--- src/common/dsh_pkg.sv ---
// dsh_pkg: constants shared by the dual spi/i2c slave host port.
// assumes a register bank of up to 30 byte registers outside this block.
package dsh_pkg;
	// ==========================================================
	// spi command byte layout
	localparam int CMD_DIR_BIT = 7;
	localparam int SUBADDR_HI = 6;
	localparam int SUBADDR_LO = 5;
	localparam logic [1:0] SUBADDR_OK = 2'h1;
	localparam int PTR_HI = 4;
	localparam int PTR_W = 5;
	// ==========================================================
	// register space and i2c addressing
	localparam logic [4:0] PTR_LAST = 5'h1D;
	localparam logic [4:0] PTR_RESET = 5'h00;
	localparam logic [6:0] I2C_SLAVE_ADDR = 7'h51;
	localparam logic [7:0] BYTE_RESET = 8'h00;
	localparam logic [2:0] BITCNT_LAST = 3'h7;
	typedef enum logic [2:0] {DSH_IDLE, DSH_ADDR, DSH_ACK, DSH_RX, DSH_TX, DSH_TXACK, DSH_IGNORE} dsh_state_t;
endpackage : dsh_pkg

--- src/hdl/dsh_host_port.sv ---
// dsh_host_port: shared-pin spi / i2c slave giving a host access to a register bank.
// assumes bus pins are asynchronous and sampled by clk far faster than the bus clock;
// the register bank answers rd_data combinationally-registered within one clk of rd_addr.
`timescale 1ns/1ps
`default_nettype none
module dsh_host_port (
	input wire logic clk,
	input wire logic rst_b,
	input wire logic bus_select_pin,
	input wire logic scl_pin,
	input wire logic sda_ce_in,
	input wire logic serial_in_line,
	output logic sda_out,
	output logic sda_oe,
	output logic serial_out_line,
	output logic [4:0] rd_addr,
	input wire logic [7:0] rd_data,
	output logic wr_en,
	output logic [4:0] wr_addr,
	output logic [7:0] wr_data,
	output logic i2c_mode
);
	// ==========================================================
	// pin synchronisers
	logic [2:0] s_raw;
	logic [2:0] s_rise;
	logic [2:0] s_fall;
	logic sel_s;
	dsh_sync #(.W(3)) u_sync (
		.clk(clk),
		.rst_b(rst_b),
		.async_in({scl_pin, sda_ce_in, serial_in_line}),
		.sync_out(s_raw),
		.rise(s_rise),
		.fall(s_fall)
	);
	dsh_sync #(.W(1)) u_sel (
		.clk(clk),
		.rst_b(rst_b),
		.async_in(bus_select_pin),
		.sync_out(sel_s),
		.rise(),
		.fall()
	);
	logic scl;
	logic sda;
	logic din;
	logic scl_rise;
	logic scl_fall;
	assign scl = s_raw[2];
	assign sda = s_raw[1];
	assign din = s_raw[0];
	assign scl_rise = s_rise[2];
	assign scl_fall = s_fall[2];
	// ==========================================================
	// bus conditions
	logic i2c_r;
	logic start_c;
	logic stop_c;
	logic ce_idle;
	always_ff @(posedge clk) begin
		if (!rst_b) begin
			i2c_r <= 1'b0;
		end else begin
			i2c_r <= sel_s;
		end
	end
	assign i2c_mode = i2c_r;
	// edge seen while scl held high is a control condition
	assign start_c = i2c_r && scl && !scl_rise && s_fall[1];
	assign stop_c = i2c_r && scl && !scl_rise && s_rise[1];
	assign ce_idle = !i2c_r && sda;
	// ==========================================================
	// shared shifter and state
	dsh_pkg::dsh_state_t state_r;
	logic [7:0] sh_r;
	logic [2:0] bit_r;
	logic is_read_r;
	logic first_r;
	logic [7:0] tx_r;
	logic byte_done;
	logic [7:0] rx_byte;
	logic ptr_clr;
	logic ptr_load;
	logic [4:0] ptr_val;
	logic ptr_step;
	logic [4:0] ptr;
	// ==========================================================
	// shared decode
	// the subaddress test gates both the pointer load and the frame state
	function automatic logic cmd_ok(input logic [7:0] b);
		return b[dsh_pkg::SUBADDR_HI:dsh_pkg::SUBADDR_LO] == dsh_pkg::SUBADDR_OK;
	endfunction : cmd_ok
	// first bit of a byte comes straight from the bank, the rest from the held copy
	function automatic logic next_tx(input logic [2:0] n, input logic [7:0] fresh, input logic [7:0] held);
		return (n == 3'h0) ? fresh[7] : held[~n];
	endfunction : next_tx
	assign rx_byte = {sh_r[6:0], i2c_r ? sda : din};
	assign byte_done = scl_rise && bit_r == dsh_pkg::BITCNT_LAST;
	dsh_ptr u_ptr (
		.clk(clk),
		.rst_b(rst_b),
		.clr(ptr_clr),
		.load(ptr_load),
		.load_val(ptr_val),
		.step(ptr_step),
		.ptr(ptr)
	);
	assign ptr_clr = 1'b0;
	always_comb begin
		ptr_load = 1'b0;
		ptr_val = rx_byte[dsh_pkg::PTR_HI:0];
		ptr_step = 1'b0;
		if (!i2c_r) begin
			if (state_r == dsh_pkg::DSH_ADDR && byte_done) begin
				ptr_load = cmd_ok(rx_byte);
			end else if ((state_r == dsh_pkg::DSH_RX || state_r == dsh_pkg::DSH_TX) && byte_done) begin
				ptr_step = 1'b1;
			end
		end else begin
			if (state_r == dsh_pkg::DSH_RX && byte_done) begin
				ptr_load = first_r;
				ptr_step = !first_r;
			end else if (state_r == dsh_pkg::DSH_TX && byte_done) begin
				ptr_step = 1'b1;
			end
		end
	end
	assign rd_addr = ptr;
	// ==========================================================
	// bit counter and shift register
	always_ff @(posedge clk) begin
		if (!rst_b || ce_idle || start_c || stop_c) begin
			bit_r <= 3'h0;
			sh_r <= dsh_pkg::BYTE_RESET;
		end else if (scl_rise && state_r != dsh_pkg::DSH_ACK && state_r != dsh_pkg::DSH_TXACK) begin
			bit_r <= bit_r + 3'h1;
			sh_r <= rx_byte;
		end
	end
	// ==========================================================
	// protocol state
	always_ff @(posedge clk) begin
		if (!rst_b || ce_idle) begin
			state_r <= dsh_pkg::DSH_ADDR;
			is_read_r <= 1'b0;
			first_r <= 1'b0;
		end else if (start_c) begin
			state_r <= dsh_pkg::DSH_ADDR;
		end else if (stop_c) begin
			state_r <= dsh_pkg::DSH_IDLE;
		end else if (!i2c_r) begin
			if (state_r == dsh_pkg::DSH_ADDR && byte_done) begin
				is_read_r <= rx_byte[dsh_pkg::CMD_DIR_BIT];
				if (!cmd_ok(rx_byte)) begin
					state_r <= dsh_pkg::DSH_IGNORE;
				end else begin
					state_r <= rx_byte[dsh_pkg::CMD_DIR_BIT] ? dsh_pkg::DSH_TX : dsh_pkg::DSH_RX;
				end
			end else if (state_r == dsh_pkg::DSH_IDLE) begin
				state_r <= dsh_pkg::DSH_ADDR;
			end
		end else begin
			case (state_r)
				dsh_pkg::DSH_ADDR: begin
					if (byte_done) begin
						if (rx_byte[7:1] == dsh_pkg::I2C_SLAVE_ADDR) begin
							is_read_r <= rx_byte[0];
							first_r <= !rx_byte[0];
							state_r <= dsh_pkg::DSH_ACK;
						end else begin
							state_r <= dsh_pkg::DSH_IGNORE;
						end
					end
				end
				dsh_pkg::DSH_RX: begin
					if (byte_done) begin
						state_r <= dsh_pkg::DSH_ACK;
					end
				end
				dsh_pkg::DSH_ACK: begin
					if (scl_rise) begin
						state_r <= is_read_r ? dsh_pkg::DSH_TX : dsh_pkg::DSH_RX;
					end
				end
				dsh_pkg::DSH_TX: begin
					if (byte_done) begin
						state_r <= dsh_pkg::DSH_TXACK;
					end
				end
				dsh_pkg::DSH_TXACK: begin
					if (scl_rise) begin
						// nack: the host will stop, stay off the line
						state_r <= sda ? dsh_pkg::DSH_IGNORE : dsh_pkg::DSH_TX;
					end
				end
				default: begin
					state_r <= state_r;
				end
			endcase
			if (state_r == dsh_pkg::DSH_RX && byte_done) begin
				first_r <= 1'b0;
			end
		end
	end
	// ==========================================================
	// register bank writes
	always_ff @(posedge clk) begin
		if (!rst_b) begin
			wr_en <= 1'b0;
			wr_addr <= dsh_pkg::PTR_RESET;
			wr_data <= dsh_pkg::BYTE_RESET;
		end else begin
			wr_en <= state_r == dsh_pkg::DSH_RX && byte_done && !(i2c_r && first_r) && !ce_idle;
			wr_addr <= ptr;
			wr_data <= rx_byte;
		end
	end
	// ==========================================================
	// transmit data and pin drive
	// reload only while the bus clock is low, so the copy is settled before the next fall
	always_ff @(posedge clk) begin
		if (!rst_b) begin
			tx_r <= dsh_pkg::BYTE_RESET;
		end else if (bit_r == 3'h0 && !scl) begin
			tx_r <= rd_data;
		end
	end
	always_ff @(posedge clk) begin
		if (!rst_b) begin
			serial_out_line <= 1'b0;
		end else if (!i2c_r && scl_fall && state_r == dsh_pkg::DSH_TX) begin
			serial_out_line <= next_tx(bit_r, rd_data, tx_r);
		end
	end
	// open-drain data line: only ever drives low, as a slave
	always_ff @(posedge clk) begin
		if (!rst_b || !i2c_r || start_c || stop_c) begin
			sda_oe <= 1'b0;
		end else if (scl_fall) begin
			if (state_r == dsh_pkg::DSH_ACK) begin
				sda_oe <= 1'b1;
			end else if (state_r == dsh_pkg::DSH_TX) begin
				sda_oe <= !next_tx(bit_r, rd_data, tx_r);
			end else begin
				sda_oe <= 1'b0;
			end
		end
	end
	always_ff @(posedge clk) begin
		if (!rst_b) begin
			sda_out <= 1'b0;
		end else begin
			sda_out <= 1'b0;
		end
	end
endmodule : dsh_host_port
`default_nettype wire

--- src/hdl/dsh_ptr.sv ---
// dsh_ptr: register address counter with wrap after the last valid register.
// assumes load and step are single-cycle pulses on clk.
`timescale 1ns/1ps
`default_nettype none
module dsh_ptr (
	input wire logic clk,
	input wire logic rst_b,
	input wire logic clr,
	input wire logic load,
	input wire logic [4:0] load_val,
	input wire logic step,
	output logic [4:0] ptr
);
	always_ff @(posedge clk) begin
		if (!rst_b || clr) begin
			ptr <= dsh_pkg::PTR_RESET;
		end else if (load) begin
			ptr <= load_val;
		end else if (step) begin
			ptr <= (ptr >= dsh_pkg::PTR_LAST) ? dsh_pkg::PTR_RESET : ptr + 5'h01;
		end
	end
endmodule : dsh_ptr
`default_nettype wire

--- src/hdl/dsh_sync.sv ---
// dsh_sync: two-flop synchroniser with edge flags on the second stage output.
// assumes inputs asynchronous to clk.
`timescale 1ns/1ps
`default_nettype none
module dsh_sync #(
	parameter int W = 1
) (
	input wire logic clk,
	input wire logic rst_b,
	input wire logic [W-1:0] async_in,
	output logic [W-1:0] sync_out,
	output logic [W-1:0] rise,
	output logic [W-1:0] fall
);
	logic [W-1:0] meta_r;
	logic [W-1:0] prev_r;
	always_ff @(posedge clk) begin
		if (!rst_b) begin
			meta_r <= '1;
			sync_out <= '1;
			prev_r <= '1;
		end else begin
			meta_r <= async_in;
			sync_out <= meta_r;
			prev_r <= sync_out;
		end
	end
	assign rise = sync_out & ~prev_r;
	assign fall = ~sync_out & prev_r;
endmodule : dsh_sync
`default_nettype wire

--- config.mk ---
export PLATFORM = sky130hd
export DESIGN_NAME = dsh_host_port
export DESIGN_NICKNAME = d
export VERILOG_FILES = /design/src/common/dsh_pkg.sv /design/src/hdl/dsh_host_port.sv /design/src/hdl/dsh_ptr.sv /design/src/hdl/dsh_sync.sv
export SDC_FILE = /design/constraint.sdc
export NUM_CORES = 1
export LEC_CHECK = 0
export BUFFER_PORTS_ARGS = -buffer_cell sky130_fd_sc_hd__clkbuf_2
export CAP_MARGIN = 30
export CORE_MARGIN = 5
export CORE_UTILIZATION = 35
export CTS_BUF_LIST = sky130_fd_sc_hd__clkbuf_4 sky130_fd_sc_hd__clkbuf_8
export CTS_CLUSTER_SIZE = 8
export DETAILED_ROUTE_END_ITERATION = 8
export PLACE_DENSITY = 0.64
export REMOVE_ABC_BUFFERS = 1
export SETUP_SLACK_MARGIN = 0.2
export SYNTH_ARGS = -nofsm -noshare
export SYNTH_HDL_FRONTEND = slang
export SYNTH_HIERARCHICAL = 1
export SYNTH_SLANG_ARGS = --single-unit
--- constraint.sdc ---
create_clock -name clk -period 2.4 [get_ports clk]
set_input_delay 0.24 -clock clk [delete_from_list [all_inputs] [get_ports clk]]
set_output_delay 0.24 -clock clk [all_outputs]
set_load 0.1 [all_outputs]
==> flow_summary_export.csv <==
group,metric,value,unit
sta,finalHoldViolCount,0,
cells_and_area,fillers,701,
cts,numCtsBuffers,5,
global_routing,grt_max_degree,37,
global_routing,first_global_vias,1814,
cts,cts_tree,"done",
worst_setup_path,critical_path_class,"reg2reg",
cells_and_area,drive_gt1_frac,0.2020,
floorplan,die_area,8677,um^2
floorplan,fp.dieW,93.15,um
worst_setup_path,cp.buffers_inverters,0,
worst_setup_path,critPathMostFrequentCell,"ha_1",
run,drv_cap,0,
detailed_routing,avgViaCountPerCell,4.905,
cells_and_area,area_growth,15.51,%
cts,clk_pin_slew,100,ps
worst_setup_path,arrival,2230,ps
detailed_routing,post_drt_wl_per_cell,12.53,um
sta,rsz0062_at_grt,"false",
worst_setup_path,worstPathCellList,"ha_1, ha_1, o21ai_0, o22ai_2, a311oi_2, nor2_1, a221oi_1",
placed_design,port-buffer-count,35,
synth,syn_inst,258,
pwr,totalPowerFinal,1.579,mW
cts,clock_path_buffers,2,
worst_setup_path,worstSetupEndpointType,"flop",
placed_design,dp_slack,349.3,ps
floorplan,design.core.area,6756,um^2
sta,fin_crit,2011,ps
floorplan,io_pins,37,
sta,fin_worst_skew,8.602,ps
detailed_routing,drtIter0Drc,174,
detailed_routing,drt-pass1-iter-count,4,
worst_setup_path,crit_required,2620,ps
pwr,p_leak,1.152,nW
sta,fmax,0.4972,GHz
cts,ctsHoldBuffers,0,
hold_path,hp-class,"in2reg",
synth,synth.yosys.warnings,6,
synth,syn-cell-area,2420,um^2
global_routing,antenna_found_initial,0,
detailed_routing,dr_total_vias,1849,
detailed_routing,routed_wl,4.723,mm
floorplan,die_h,93.15,um
sta,tns,0,ps
sta,timing.final.ws_setup,388.9,ps
floorplan,rows,30,
placed_design,place.gp.congestion,0.8634,
placed_design,dpl.hpwl,3.418,mm
worst_setup_path,slowest_stage,"a311oi_2",
pwr,powerDensity,565.0,nW/um^2
worst_setup_path,path_max_fanout,6,
detailed_routing,antenna_left,0,
sta,finalSetupViolCount,0,
pwr,irDropWorstVdd,0.2556,mV
detailed_routing,drc,0,
sta,drv_slew,0,
floorplan,start_util,0.3581,
status,status,"complete, no violations",
synth,avgSynthCellArea,9.379,um^2
cells_and_area,layout.nets,315,
sta,tightest_slew,545.2,ps
sta,fin_crit_sh,0.8380,
worst_setup_path,worst_setup_path_start_kind,"flop",
cts,clock_sinks,55,
global_routing,grt_use_total,0.1145,
cells_and_area,n_antenna_cell,0,
worst_setup_path,cpPeakStageDelay,430,ps
global_routing,grt_pass1_wl,8.128,mm
global_routing,globalRoute.totalOverflow,0,
cts,clockRootBuffer,"clkbuf_8",
cts,clock_latency,310,ps
sta,relSlewSlack,0.6327,
worst_setup_path,critPathTopFamily,"compound AO/OA/AOI/OAI gates",
cts,htreeDepth,2,
[sequential cells by signal, indices dropped and copies added, names as in the netlist, 5 cells and up]
register / count
wr_data: 8
u_ptr/ptr: 5
sh_r: 7
tx_r: 8
wr_addr: 5
[path summary, 6_finish.rpt]
| kind | start | slack (ps) | to | cells after the start |
|---|---|---|---|---|
| worst max-delay path | bit_r[0]$_SDFFE_PP0P_ | 390 | state_r[2]$_SDFFE_PP0P_ | 7 |
| worst min register to register | u_sync/meta_r[2]$_SDFF_PN1_ | 410 | u_sync/sync_out[2]$_SDFF_PN1_ | 1 |
| worst min-delay path | bus_select_pin | 110 | u_sel/meta_r$_SDFF_PN1_ | 2 |
| worst max register to register | bit_r[0]$_SDFFE_PP0P_ | 390 | state_r[2]$_SDFFE_PP0P_ | 7 |
[layout by cell type, fill, tap and decap left out, drive strengths merged, types with 2 or more instances in the layout]
cell and instances:
o311ai 2, and2 19, nor2b 19, conb 2
a21oi 9, mux2i 20, buf 6, a21boi 2
nor4 2, a31oi 2, mux2 3, clkbuf 41
o21ai 15, inv 9, nand3 6, o22ai 2
xor2 2, dfxtp 55, nand2b 14, nor3b 5
a21o 2, nor2 19, xnor2 2, ha 5
a221oi 2, nor3 4, nand2 11, a311oi 3
[stage by stage]
step	cells	instance area, um^2	util	hold WS [ps]
floorplan	248	2369	-	313.0
global placement	369	2689	0.3980	388.4
detailed placement	369	2689	0.3980	392.5
CTS	377	2788	0.4126	102.3
global route	377	2795	0.4137	97.57
finish	377	2795	0.4137	109.6
[power breakdown]
part           internal, mW  total [mW]  switching (mW)
combinational        0.0386       0.110          0.0716
sequential            0.927       0.937         0.00953
clock                 0.236       0.532           0.296
[area by class of cell]
cell class,count,area (um^2),share of cell area
clock buffers,6,82.58,0.02954
clock inverters,2,16.27,0.005819
inverters,9,33.78,0.01209
multi-input cells,184,1237,0.4427
flip-flops and latches,55,1105,0.3953
well taps,80,100.1,0.03581
repair buffers,41,220.2,0.07878
[routing by layer]
layer / track usage / routed length, um / vias up
li1: - / - / 957
met1: 0.1467 / 2244 / 847
met2: 0.1884 / 2184 / 40
met3: 0.02494 / 236 / 5
met4: 0.04274 / 57 / 0
met5: 0 / 0 / -
[what timing repair did]
| item | in CTS | in global routing |
|---|---|---|
| endpoints found under the setup margin | 0 | 5 |
| buffers inserted | 0 | 0 |
| resized for setup | 0 | 4 |
No activity file was read; power rests on OpenSTA's default activity.
